### config.mk
export PLATFORM = sky130hd
export DESIGN_NAME = rgs_top
export DESIGN_NICKNAME = d
export VERILOG_FILES = /design/src/rgs_pkg.sv /design/src/rgs_top.sv
export VERILOG_INCLUDE_DIRS = /design/src /design/src/src
export SDC_FILE = /design/constraint.sdc
export NUM_CORES = 1
export LEC_CHECK = 0
export BUFFER_PORTS_ARGS = -buffer_cell sky130_fd_sc_hd__buf_4
export CAP_MARGIN = 5
export CELL_PAD_IN_SITES_DETAIL_PLACEMENT = 1
export CELL_PAD_IN_SITES_GLOBAL_PLACEMENT = 1
export CORE_UTILIZATION = 41
export CTS_CLUSTER_DIAMETER = 150
export DETAILED_ROUTE_END_ITERATION = 8
export GPL_TIMING_DRIVEN = 0
export PLACE_DENSITY_LB_ADDON = 0.1
export REMOVE_ABC_BUFFERS = 1
export SYNTH_ARGS = -nofsm -noshare
export SYNTH_HDL_FRONTEND = slang
export SYNTH_SLANG_ARGS = --single-unit
### constraint.sdc
create_clock -name clk_sys -period 2.61 [get_ports clk_sys]
set_input_delay 0.6525 -clock clk_sys [delete_from_list [all_inputs] [get_ports clk_sys]]
set_output_delay 0.6525 -clock clk_sys [all_outputs]
set_load 0.01 [all_outputs]
### src/rgs_map.svh
`ifndef RGS_MAP_SVH
`define RGS_MAP_SVH
// ----------------------------------------
// Register byte offsets
// ----------------------------------------
`define RGS_OFS_FILTER 8'h00
`define RGS_OFS_GAIN1 8'h04
`define RGS_OFS_LOOP 8'h08
`define RGS_OFS_MANUAL 8'h0c
`define RGS_OFS_SQTIMER 8'h10
`define RGS_OFS_GSTATE 8'h14
`define RGS_OFS_RSSI 8'h18
`define RGS_OFS_CMD 8'h1c
// ----------------------------------------
// Reset values
// ----------------------------------------
`define RGS_RST_FILTER 8'h00
`define RGS_RST_GAIN1 8'h06
`define RGS_RST_LOOP 8'h00
`define RGS_RST_MANUAL 8'h00
`define RGS_RST_SQTIMER 8'h00
// ----------------------------------------
// Field positions
// ----------------------------------------
`define RGS_LOOP_SQ_EN 0
`define RGS_LOOP_SQ_RATIO6 1
`define RGS_LOOP_AGC_EN 2
`define RGS_LOOP_AGC_FIRST8 3
`define RGS_LOOP_AGC_PRESET 4
`define RGS_LOOP_AGC_RATIO6 5
`define RGS_GAIN1_BOOST 3
`define RGS_CMD_RESET_GAIN 0
`define RGS_CMD_CLEAR_RSSI 1
// ----------------------------------------
// Step limits and timing
// ----------------------------------------
`define RGS_STEP_MAX 4'ha
`define RGS_WIN_MAX 4'h4
`define RGS_G1_MAX 3'h6
`define RGS_RSSI_MAX 4'hd
`define RGS_PULSES 4'h8
`define RGS_CLK_MHZ 50
`define RGS_SQ_DELAY_NS 18880
`define RGS_SQ_PERIOD_US 50
`endif

### src/rgs_pkg.sv
package rgs_pkg;
  typedef enum logic [2:0] {LP_1200K, LP_600K, LP_300K, LP_2M, LP_7M, LP_UNUSED} rgs_lp_e;
  typedef enum logic [1:0] {Z1_60K, Z1_40K, Z1_12K, Z1_HP600K} rgs_zero1_e;
  typedef enum logic [1:0] {Z3_400K, Z3_200K, Z3_80K, Z3_UNUSED} rgs_zero3_e;
  typedef enum logic [1:0] {SQ_IDLE, SQ_WAIT, SQ_OBSERVE} rgs_sq_e;
  typedef struct packed {
    rgs_lp_e lowpassCorner;
    rgs_zero1_e firstZero;
    rgs_zero3_e thirdZero;
    logic [2:0] gain1Reduction;
    logic gain1Boost;
    logic [2:0] windowStep;
    logic [2:0] gain23Reduction;
    logic squelchRatio6;
    logic agcRatio6;
  } rgs_analog_s;
endpackage : rgs_pkg

### src/rgs_top.sv
// The APB interface to the registers and the register addresses are this design's own decisions.
`include "rgs_map.svh"
module rgs_top (
  input wire logic clk_sys,
  input wire logic rst_n,
  input wire logic psel,
  input wire logic penable,
  input wire logic pwrite,
  input wire logic [7:0] paddr,
  input wire logic [31:0] pwdata,
  output logic [31:0] prdata,
  output logic pready,
  output logic pslverr,
  input wire logic rxRequest,
  input wire logic mrtRunning,
  input wire logic [7:0] mrtValue,
  input wire logic txEnd,
  input wire logic digMain,
  input wire logic digRatio6,
  input wire logic agcCmp,
  input wire logic subcarrierPulse,
  input wire logic [3:0] rssiAmLevel,
  input wire logic [3:0] rssiPmLevel,
  output logic rxOn,
  output rgs_pkg::rgs_analog_s analog
);
  localparam int SqDelayCyc = (`RGS_SQ_DELAY_NS * `RGS_CLK_MHZ + 999) / 1000;
  localparam int SqPeriodCyc = `RGS_SQ_PERIOD_US * `RGS_CLK_MHZ;
  localparam logic [11:0] SqDelayLast = 12'(SqDelayCyc - 1);
  localparam logic [11:0] SqPeriodLast = 12'(SqPeriodCyc - 1);

  // ----------------------------------------
  // State
  // ----------------------------------------
  logic [7:0] filter_ff, nxt_filter;
  logic [7:0] gain1_ff, nxt_gain1;
  logic [7:0] loop_ff, nxt_loop;
  logic [7:0] manual_ff, nxt_manual;
  logic [7:0] sqTimer_ff, nxt_sqTimer;
  logic [31:0] prdata_ff, nxt_prdata;
  logic [3:0] step_ff, nxt_step;
  logic [3:0] baseStep_ff, nxt_baseStep;
  logic [3:0] lastStep_ff, nxt_lastStep;
  logic [3:0] rssiAm_ff, nxt_rssiAm;
  logic [3:0] rssiPm_ff, nxt_rssiPm;
  logic rxOnD_ff, nxt_rxOnD;
  logic agcSrcD_ff, nxt_agcSrcD;
  logic sqSrcD_ff, nxt_sqSrcD;
  logic [3:0] pulseCnt_ff, nxt_pulseCnt;
  rgs_pkg::rgs_sq_e sqState_ff, nxt_sqState;
  logic [11:0] sqCnt_ff, nxt_sqCnt;
  logic [1:0] sqEdges_ff, nxt_sqEdges;
  rgs_pkg::rgs_analog_s analog_ff, nxt_analog;

  logic wrEn, rdEn, mapped, rxRise, rxFall, agcSrc, sqSrc;
  logic agcEdge, sqEdge, agcWindow, agcCut, sqCut, atMax, cmdResetGain, cmdClearRssi;
  logic [3:0] manualStep;

  // Mask timer blanks reception while no reply is expected
  assign rxOn = rxRequest & ~mrtRunning;
  assign pready = 1'b1;
  assign prdata = prdata_ff;
  assign analog = analog_ff;

  // ----------------------------------------
  // Next-state logic
  // ----------------------------------------
  always_comb begin
    nxt_filter = filter_ff;
    nxt_gain1 = gain1_ff;
    nxt_loop = loop_ff;
    nxt_manual = manual_ff;
    nxt_sqTimer = sqTimer_ff;
    nxt_prdata = prdata_ff;
    nxt_step = step_ff;
    nxt_baseStep = baseStep_ff;
    nxt_lastStep = lastStep_ff;
    nxt_rssiAm = rssiAm_ff;
    nxt_rssiPm = rssiPm_ff;
    nxt_pulseCnt = pulseCnt_ff;
    nxt_sqState = sqState_ff;
    nxt_sqCnt = sqCnt_ff;
    nxt_sqEdges = sqEdges_ff;
    nxt_rxOnD = rxOn;
    wrEn = psel & penable & pwrite;
    rdEn = psel & ~penable & ~pwrite;
    mapped = (paddr[1:0] == 2'h0) && (paddr <= `RGS_OFS_CMD);
    pslverr = psel & penable & ~mapped;
    cmdResetGain = 1'b0;
    cmdClearRssi = 1'b0;
    // Bus writes
    if (wrEn && mapped) begin
      case (paddr)
        `RGS_OFS_FILTER: nxt_filter = pwdata[7:0];
        `RGS_OFS_GAIN1: nxt_gain1 = {4'h0, pwdata[3:0]};
        `RGS_OFS_LOOP: nxt_loop = {2'h0, pwdata[5:0]};
        `RGS_OFS_MANUAL: nxt_manual = {4'h0, pwdata[3:0]};
        `RGS_OFS_SQTIMER: nxt_sqTimer = pwdata[7:0];
        `RGS_OFS_CMD: begin
          cmdResetGain = pwdata[`RGS_CMD_RESET_GAIN];
          cmdClearRssi = pwdata[`RGS_CMD_CLEAR_RSSI];
        end
        default: begin
        end
      endcase
    end
    // Read data is captured in setup so the access phase needs no wait
    if (rdEn) begin
      case (paddr)
        `RGS_OFS_FILTER: nxt_prdata = {24'h0, filter_ff};
        `RGS_OFS_GAIN1: nxt_prdata = {24'h0, gain1_ff};
        `RGS_OFS_LOOP: nxt_prdata = {24'h0, loop_ff};
        `RGS_OFS_MANUAL: nxt_prdata = {24'h0, manual_ff};
        `RGS_OFS_SQTIMER: nxt_prdata = {24'h0, sqTimer_ff};
        `RGS_OFS_GSTATE: nxt_prdata = {24'h0, step_ff, lastStep_ff};
        `RGS_OFS_RSSI: nxt_prdata = {24'h0, rssiPm_ff, rssiAm_ff};
        default: nxt_prdata = 32'h0;
      endcase
    end
    // Manual values beyond the top step clamp to it
    manualStep = (manual_ff[3:0] > `RGS_STEP_MAX) ? `RGS_STEP_MAX : manual_ff[3:0];
    rxRise = rxOn & ~rxOnD_ff;
    rxFall = ~rxOn & rxOnD_ff;
    // Comparator output doubles as the ratio 3/6 selected comparator
    agcSrc = agcCmp;
    sqSrc = loop_ff[`RGS_LOOP_SQ_RATIO6] ? digRatio6 : digMain;
    nxt_agcSrcD = agcSrc;
    nxt_sqSrcD = sqSrc;
    agcEdge = agcSrc ^ agcSrcD_ff;
    sqEdge = sqSrc ^ sqSrcD_ff;
    atMax = (step_ff >= `RGS_STEP_MAX);
    // ----------------------------------------
    // Automatic gain control
    // ----------------------------------------
    if (rxRise) begin
      nxt_pulseCnt = 4'h0;
    end else if (rxOn && subcarrierPulse && pulseCnt_ff < `RGS_PULSES) begin
      nxt_pulseCnt = pulseCnt_ff + 4'h1;
    end
    agcWindow = ~loop_ff[`RGS_LOOP_AGC_FIRST8] | (pulseCnt_ff < `RGS_PULSES);
    agcCut = loop_ff[`RGS_LOOP_AGC_EN] & rxOn & rxOnD_ff & agcWindow & agcEdge & ~atMax;
    // ----------------------------------------
    // Squelch
    // ----------------------------------------
    sqCut = 1'b0;
    case (sqState_ff)
      rgs_pkg::SQ_IDLE: begin
        if (txEnd && loop_ff[`RGS_LOOP_SQ_EN]) begin
          nxt_sqState = rgs_pkg::SQ_WAIT;
          nxt_sqCnt = 12'h0;
        end
      end
      rgs_pkg::SQ_WAIT: begin
        if (sqCnt_ff == SqDelayLast) begin
          nxt_sqState = rgs_pkg::SQ_OBSERVE;
          nxt_sqCnt = 12'h0;
          nxt_sqEdges = 2'h0;
        end else begin
          nxt_sqCnt = sqCnt_ff + 12'h1;
        end
      end
      rgs_pkg::SQ_OBSERVE: begin
        if (sqEdge && sqEdges_ff != 2'h3) begin
          nxt_sqEdges = sqEdges_ff + 2'h1;
        end
        if (sqCnt_ff == SqPeriodLast) begin
          nxt_sqCnt = 12'h0;
          nxt_sqEdges = 2'h0;
          if (sqEdges_ff == 2'h3 && !atMax) begin
            sqCut = 1'b1;
          end else begin
            nxt_sqState = rgs_pkg::SQ_IDLE;
          end
        end else begin
          nxt_sqCnt = sqCnt_ff + 12'h1;
        end
      end
      default: nxt_sqState = rgs_pkg::SQ_IDLE;
    endcase
    // Squelch ends once the mask timer reaches its programmed value
    if (sqState_ff != rgs_pkg::SQ_IDLE && (mrtValue >= sqTimer_ff || !loop_ff[`RGS_LOOP_SQ_EN])) begin
      nxt_sqState = rgs_pkg::SQ_IDLE;
    end
    // ----------------------------------------
    // Shared reduction step
    // ----------------------------------------
    if (rxFall) begin
      nxt_lastStep = step_ff;
    end
    if (cmdResetGain) begin
      nxt_step = manualStep;
      nxt_baseStep = manualStep;
      nxt_sqState = rgs_pkg::SQ_IDLE;
    end else if (rxFall) begin
      nxt_step = baseStep_ff;
    end else if (rxRise) begin
      nxt_baseStep = step_ff;
      if (loop_ff[`RGS_LOOP_AGC_EN]) begin
        nxt_step = loop_ff[`RGS_LOOP_AGC_PRESET] ? `RGS_WIN_MAX : 4'h0;
      end
    end else if (agcCut || sqCut) begin
      nxt_step = step_ff + 4'h1;
      if (sqCut && !rxOn) begin
        nxt_baseStep = step_ff + 4'h1;
      end
    end
    // ----------------------------------------
    // Signal strength peak hold
    // ----------------------------------------
    if (cmdClearRssi || rxRise || agcCut) begin
      nxt_rssiAm = 4'h0;
      nxt_rssiPm = 4'h0;
    end else if (rxOn) begin
      if (rssiAmLevel > rssiAm_ff) begin
        nxt_rssiAm = (rssiAmLevel > `RGS_RSSI_MAX) ? `RGS_RSSI_MAX : rssiAmLevel;
      end
      if (rssiPmLevel > rssiPm_ff) begin
        nxt_rssiPm = (rssiPmLevel > `RGS_RSSI_MAX) ? `RGS_RSSI_MAX : rssiPmLevel;
      end
    end
    // ----------------------------------------
    // Analog settings decode
    // ----------------------------------------
    case (filter_ff[5:3])
      3'h0: nxt_analog.lowpassCorner = rgs_pkg::LP_1200K;
      3'h1: nxt_analog.lowpassCorner = rgs_pkg::LP_600K;
      3'h2: nxt_analog.lowpassCorner = rgs_pkg::LP_300K;
      3'h4: nxt_analog.lowpassCorner = rgs_pkg::LP_2M;
      3'h6: nxt_analog.lowpassCorner = rgs_pkg::LP_7M;
      default: nxt_analog.lowpassCorner = rgs_pkg::LP_UNUSED;
    endcase
    // Zero bits share bit 3 with the low-pass code by design of the map
    if (filter_ff[3]) begin
      nxt_analog.firstZero = rgs_pkg::Z1_HP600K;
    end else if (filter_ff[0]) begin
      nxt_analog.firstZero = rgs_pkg::Z1_12K;
    end else if (filter_ff[1]) begin
      nxt_analog.firstZero = rgs_pkg::Z1_40K;
    end else begin
      nxt_analog.firstZero = rgs_pkg::Z1_60K;
    end
    case (filter_ff[3:0])
      4'h0, 4'h8: nxt_analog.thirdZero = rgs_pkg::Z3_400K;
      4'h4, 4'h1, 4'h5, 4'hc: nxt_analog.thirdZero = rgs_pkg::Z3_200K;
      4'h2, 4'h3: nxt_analog.thirdZero = rgs_pkg::Z3_80K;
      default: nxt_analog.thirdZero = rgs_pkg::Z3_UNUSED;
    endcase
    nxt_analog.gain1Reduction = (gain1_ff[2:0] > `RGS_G1_MAX) ? `RGS_G1_MAX : gain1_ff[2:0];
    nxt_analog.gain1Boost = gain1_ff[`RGS_GAIN1_BOOST];
    nxt_analog.windowStep = (step_ff > `RGS_WIN_MAX) ? 3'h4 : step_ff[2:0];
    nxt_analog.gain23Reduction = (step_ff > `RGS_WIN_MAX) ? 3'(step_ff - `RGS_WIN_MAX) : 3'h0;
    nxt_analog.squelchRatio6 = loop_ff[`RGS_LOOP_SQ_RATIO6];
    nxt_analog.agcRatio6 = loop_ff[`RGS_LOOP_AGC_RATIO6];
  end

  // ----------------------------------------
  // Registers
  // ----------------------------------------
  always_ff @(posedge clk_sys or negedge rst_n) begin
    if (!rst_n) begin
      filter_ff <= `RGS_RST_FILTER;
      gain1_ff <= `RGS_RST_GAIN1;
      loop_ff <= `RGS_RST_LOOP;
      manual_ff <= `RGS_RST_MANUAL;
      sqTimer_ff <= `RGS_RST_SQTIMER;
      prdata_ff <= 32'h0;
      step_ff <= 4'h0;
      baseStep_ff <= 4'h0;
      lastStep_ff <= 4'h0;
      rssiAm_ff <= 4'h0;
      rssiPm_ff <= 4'h0;
      rxOnD_ff <= 1'b0;
      agcSrcD_ff <= 1'b0;
      sqSrcD_ff <= 1'b0;
      pulseCnt_ff <= 4'h0;
      sqState_ff <= rgs_pkg::SQ_IDLE;
      sqCnt_ff <= 12'h0;
      sqEdges_ff <= 2'h0;
      analog_ff <= '0;
    end else begin
      filter_ff <= nxt_filter;
      gain1_ff <= nxt_gain1;
      loop_ff <= nxt_loop;
      manual_ff <= nxt_manual;
      sqTimer_ff <= nxt_sqTimer;
      prdata_ff <= nxt_prdata;
      step_ff <= nxt_step;
      baseStep_ff <= nxt_baseStep;
      lastStep_ff <= nxt_lastStep;
      rssiAm_ff <= nxt_rssiAm;
      rssiPm_ff <= nxt_rssiPm;
      rxOnD_ff <= nxt_rxOnD;
      agcSrcD_ff <= nxt_agcSrcD;
      sqSrcD_ff <= nxt_sqSrcD;
      pulseCnt_ff <= nxt_pulseCnt;
      sqState_ff <= nxt_sqState;
      sqCnt_ff <= nxt_sqCnt;
      sqEdges_ff <= nxt_sqEdges;
      analog_ff <= nxt_analog;
    end
  end
endmodule : rgs_top

==> impl_results.md, run 1 <==
- Synth Register Bits: 100
- Worst slew pin tran: about 0.67 ns
- Placed Area: roughly 0.006 mm^2
- Clk sink count: 100
- Net Sw Power: around 1.5 mW
- Non-Filler Instances: between 700 and 800
- Max Slew Vio Count: 0
- Grt ovf: 0
- HPWL after DPL: just over 10000 um
- Io pins: approximately 120
- Yosys Warn Count: 0
- Internal power: roughly 3 mW
- Hold Buf Count CTS: 0
- Design area: between 0.006 and 0.007 mm^2
- Initial Util: 41.8%
- Flip-flop and latch area: approximately 0.0025 mm^2
- Clock share of power: around 30%
- Wirelength per Cell: between 15 and 20 um
- Final ANT Viol Nets: 0
- Data required time of the worst path: 1.96 ns
- Run status: finished clean
- Yosys top cell area share: roughly 44%
- Post-Syn Instances: about 520
- Clock Skews: about 0.0076 ns
- Global-route wire length before repair: approximately 23000 um
- First-pass iteration count of the detailed router: 4
- Combinational power share: between 20% and 30%
- Critical-path maximum fanout: 7
- RSZ-0062 raised after global routing: yes
- Ranking of synthesized cells by area: dfrtp_1 (44%), mux2_2 (7.1%), ha_1 (6.6%), buf_4 (3.7%), nor2_1 (3.1%)
- Post-place setup slack: -0.354 ns
- Root Buffer: clkbuf_16
- Global-route usage over all layers: a little over a fifth
- DIE AREA: between 0.01 and 0.015 mm^2
- Post-route minimum period: about 2.5 ns
- Core area: between 0.01 and 0.015 mm^2
- Layout fillers: approximately 1500
- Main flop type after synthesis: dfrtp_1
- Post-Syn Area per Cell: between 10 and 15 um^2
- VDD IR max: roughly 0.47 mV
- Setup Viol. Count Final: 0
- Clock Latency Late Sink: approximately 0.36 ns
- Area delta synth->final: 17.0%
- Diodes inserted: 0
- Most common cell after layout, fill and taps aside: dfrtp_1
- Final wirelength: between 10000 and 15000 um
- Initial antenna violation count: 0
- Worst Setup End Kind: output pin
- Layout cells sized above 1: between 20 and 30%
- H-tree depth: 3
- Cell taking the most area after synthesis: dfrtp_1
- Post-synth EDFFs: 0
- Routability cong.: around 0.8
- PnR Total Power: 4.57 mW
- Slew HR: a little under three fifths
- Mean number of vias per cell: about 5.3
- Final worst path period share: 97.0%
- Vias: ~4100
- Max Cap Viol: 0
- CTS tree: yes
- Final Core Density: around half
- Clock transition at path regs: ~0.07 ns
- Num CTS Buffers: 9
- Fin. Hold Viols: 0
- Hold Crit Class: input pin to async pin
- Synth cell types: 71
- Power density cells: 708 mW/mm^2
- Initial drt markers: 189
- Port bufs: 72
- Setup CP Type: input pin to output pin
- Synth async-reset ratio: 100%
- Register area share after synthesis: between 40% and 50%
- CP Launch Type: input pin
- Fin worst setup slack: between 0.07 and 0.08 ns
- Post-placement cell count: roughly 750
- Die outline height: 118 um
- DRC viols: 0
- Fmax: 395 MHz
- Leak: just over 3 nW
- # rows: 42
- Vias in the first global route: 4313
- Die W: roughly 120 um
- Multi-input logic area: approximately 0.0027 mm^2
- Sw Share: around 33%
- Synthesized area: ~0.0055 mm^2
- WP data arrival: 1.88 ns
- Largest net degree at the start of global routing: between 100 and 150
- CTS Buffer Depth: 2
- Final nets: ~700
- Most frequent cells in the layout: dfrtp_1 (98), buf_4 (71), nor2_1 (46)
- Register share of total power: 43.3%
[power by group through the flow]
stage	clock network (mW)	logic (mW)	registers, mW
3_3_place_gp	0	1.12	1.99
2_1_floorplan	0	0.785	1.94
5_1_grt	1.50	1.36	2.01
6_report	1.39	1.20	1.98
4_1_cts	1.45	1.20	1.98
3_5_place_dp	0	1.18	2.00
[worst max-delay path, stage by stage]
cell and delay [ns]:
buf_4 0.12, or3_4 0.39, or2_1 0.35, and3_1 0.24
buf_4 0.14
[synthesized netlist by cell type (4+ instances only)]
library cell  number
dfrtp_1           98
nor2_1            46
nand2_1           39
mux2_2            35
inv_1             31
ha_1              29
buf_4             27
o21ai_0           20
nand3_1           15
mux2i_1           14
a21oi_1           11
nor2b_1           11
clkbuf_1          10
a22o_1             9
xnor2_1            9
a21o_1             5
a22oi_1            5
o21a_1             5
o31ai_1            5
xor2_1             5
a31oi_1            4
mux2_4             4
nand2b_1           4
nand4_1            4
nor3_1             4
[area by class of cell]
class | instances | share of cell area [%]
Sequential cell | 100 | 38.8
Clock inverter | 7 | 1.28
Inverter | 31 | 1.80
Tap cell | 176 | 3.41
Multi-Input combinational cell | 374 | 42.3
Clock buffer | 9 | 3.49
Timing Repair Buffer | 74 | 8.94
[metrics by stage]
stage / hold WS [ns] / setup TNS (ns)
after global routing: 0.356 / -0.0258
final: 0.315 / 0
after detailed placement: 0.415 / -5.94
after CTS: 0.402 / 0
after floorplan: 0.357 / 0
after global placement: 0.411 / -4.72
[worst paths after layout]
check,startpoint,to,slack (ns),cells after the start
worst max-delay path,paddr[5],pslverr,0.08,5
worst min register to register,gain1_ff[3],analog[8],0.43,0
worst min-delay path,rst_n,rssiAm_ff[1],0.31,2
min in group clk_sys,agcCmp,agcSrcD_ff,0.42,1
worst max register to register,step_ff[0],baseStep_ff[1],0.10,6
max in group asynchronous,rst_n,sqTimer_ff[7],1.90,2
[per-layer routing]
metal	vias up	part of all wire (%)	track usage, %
met2	82	50	35.4
met4	0	2.5	8.17
met1	2058	44	26.2
li1	1939	-	-
met3	24	4.1	5.23
met5	-	0	0
[sequential cells by signal, summed over array words and instances (netlist names), 4 cells and up]
| name | flops |
|---|---|
| filter_ff | 8 |
| gain1_ff | 4 |
| analog | 19 |
| sqCnt_ff | 12 |
| loop_ff | 6 |
| pulseCnt_ff | 4 |
| prdata | 8 |
| manual_ff | 4 |
| baseStep_ff | 4 |
| sqTimer_ff | 8 |
| rssiPm_ff | 4 |
| rssiAm_ff | 4 |
| lastStep_ff | 4 |
| step_ff | 4 |
[logic make-up (layout without fill, tap and decap cells)]
logic type / count (synthesis) / count (layout) / synth area share, %
AO/OA/AOI/OAI: 95 / 95 / 12.3
buffers and inverters: 73 / 121 / 7.12
multiplexers: 53 / 53 / 10.8
XOR/XNOR: 14 / 14 / 2.22
other: 2 / 25 / 0.136
flip-flops: 100 / 100 / 45.4
adder cells (fa/ha/maj): 30 / 30 / 6.76
AND/OR/NAND/NOR: 157 / 157 / 15.3
[what timing repair did]
action / CTS / global route
buffers inserted: 0 / 0
setup endpoints to repair: 4 / 14
resized for setup: 2 / 3
No activity file was read; power rests on OpenSTA's default activity.
==> run 2: changes to the inputs <==
--- a/config.mk
+++ b/config.mk
@@ -10,7 +10,7 @@
 export CAP_MARGIN = 5
 export CELL_PAD_IN_SITES_DETAIL_PLACEMENT = 1
 export CELL_PAD_IN_SITES_GLOBAL_PLACEMENT = 1
-export CORE_UTILIZATION = 41
+export CORE_UTILIZATION = 42
 export CTS_CLUSTER_DIAMETER = 150
 export DETAILED_ROUTE_END_ITERATION = 8
 export GPL_TIMING_DRIVEN = 0
==> run 2 against run 1 <==
Compared with the run above: flip-flop and latch count unchanged; maximum frequency decreased by 0.17%; via count down 0.83%; sequential share of layout area increased by 0.17 points; largest power group unchanged; highest routed layer unchanged.
==> impl_results.md, run 2 (synthesized netlist as in run 1, its figures left out) <==
- Run status: finished clean
- Final worst path period share: 97.2% (+0.16 points)
- CTS Buffer Depth: 2 (unchanged)
- Global-route wire length before repair: 22300 um (-1.5%)
- First-pass iteration count of the detailed router: 4 (unchanged)
- Initial antenna violation count: 0 (unchanged)
- Num CTS Buffers: 9 (unchanged)
- Clock Skews: 0.00674 ns (-0.000866 ns)
- Wirelength per Cell: 18.0 um (+2.5%)
- Io pins: 122 (unchanged)
- Max Cap Viol: 0 (unchanged)
- RSZ-0062 raised after global routing: no
- Final ANT Viol Nets: 0 (unchanged)
- Global-route usage over all layers: 21.9% (+0.77 points)
- Hold Crit Class: input pin to async pin
- Clk sink count: 100 (unchanged)
- Die W: 117 um (-1.2%)
- Most common cell after layout, fill and taps aside: dfrtp_1
- Largest net degree at the start of global routing: 101 (unchanged)
- Routability cong.: 0.797 (-0.57%)
- CP Launch Type: input pin
- Vias in the first global route: 4247 (-1.5%)
- # rows: 41 (-2.4%)
- HPWL after DPL: 10300 um (+2.0%)
- H-tree depth: 3 (unchanged)
- Max Slew Vio Count: 0 (unchanged)
- Largest register FFs: 19 (unchanged)
- VDD IR max: 0.638 mV (+37%)
- Worst Setup End Kind: output pin
- Initial drt markers: 219 (+16%)
- Setup CP Type: input pin to output pin
- Setup Viol. Count Final: 0 (unchanged)
- CTS tree: yes
- R2r worst-path depth: 6 (unchanged)
- Root Buffer: clkbuf_16
- Clock transition at path regs: 0.07 ns (about the same)
- Mean number of vias per cell: 5.31 (-0.18%)
- Leak: 3.02 nW (-0.91%)
- Initial Util: 43.4% (+1.5 points)
- Fmax: 394 MHz (-0.17%)
- R2R setup slack: 0.23 ns (+0.13 ns)
- Layout cells sized above 1: 25.1% (-0.29 points)
- Worst slew pin tran: 1.10 ns (+0.426 ns)
- Vias: 4069 (-0.83%)
- Most frequent cells in the layout: dfrtp_1 (98), buf_4 (71), nor2_1 (46)
- Final wirelength: 13800 um (+1.8%)
- Core area: 0.0127 mm^2 (-3.5%)
- Critical-path maximum fanout: 7 (unchanged)
- Slew HR: 26.4% (-29 points)
- Final nets: 686 (-0.15%)
- Area delta synth->final: 16.5%
- Die outline height: 117 um (-1.2%)
- Post-CTS sizing: 2 (unchanged)
- WP data arrival: 1.88 ns (about the same)
- Hold slack: 0.0597 ns (-0.255 ns)
- Setup bufs post-CTS: 0 (unchanged)
- Grt ovf: 0 (unchanged)
- Hold Buf Count CTS: 0 (unchanged)
- Fin. Hold Viols: 0 (unchanged)
- DIE AREA: 0.0136 mm^2 (-2.3%)
- Port bufs: 72 (unchanged)
- Layout fillers: 1455 (-2.3%)
- Clock Latency Late Sink: 0.36 ns (about the same)
- Setup Total Neg Slack: 0 ns (unchanged)
- DRC viols: 0 (unchanged)
- Post-route minimum period: 2.54 ns (+0.00422 ns)
- Diodes inserted: 0 (unchanged)
- Data required time of the worst path: 1.96 ns (about the same)
- Power density cells: 693 mW/mm^2 (-2.1%)
[run 2: final timing paths]
check,from,endpoint
setup / recovery,paddr[5],pslverr
setup reg to reg,sqCnt_ff[0],baseStep_ff[1]
hold reg to reg,gain1_ff[2],analog[11]
hold / removal,rst_n,rssiAm_ff[1]
min in group clk_sys,agcCmp,agcSrcD_ff
max in group asynchronous,rst_n,gain1_ff[2]
[run 2: final cells by class]
class	count	area [um^2]	area share [%]
flip-flops and latches	100	2500	39.0
clock inverters	7	52.6	0.818
well taps	172	215	3.35
multi-input cells	374	2740	42.7
clock buffers	9	225	3.50
repair buffers	73	572	8.90
inverters	31	116	1.81
[run 2: per-stage QoR]
stage / worst slack, ns / instance area, um^2 / power, mW / utilization [%] / cells
after floorplan: 0.158 / 5330 / 2.73 / - / 505
after global placement: -0.493 / 6080 / 3.10 / 47.8 / 749
after detailed placement: -0.523 / 6080 / 3.18 / 47.8 / 749
after CTS: 0.0139 / 6370 / 4.48 / 50.1 / 765
after global routing: 0.00331 / 6430 / 4.72 / 50.5 / 766
final: 0.0741 / 6430 / 4.45 / 50.5 / 766
[run 2: worst max-delay path, cell delays in order]
cell	delay, ns
buf_4	0.12
or3_4	0.39
or2_1	0.35
and3_1	0.24
buf_4	0.14
[run 2: where the power goes]
part           switching [mW]  internal, mW  leakage (nW)
combinational           0.656         0.536          1.59
sequential              0.221          1.76          1.30
clock                   0.633         0.650         0.124
[run 2: metal layers]
metal | GRT usage [%] | vias up | wire length, um
met1 | 27.9 | 2065 | 6360
met4 | 5.91 | 0 | 195
met2 | 37.3 | 69 | 6790
li1 | - | 1920 | -
met5 | 0 | - | 0
met3 | 5.24 | 15 | 455
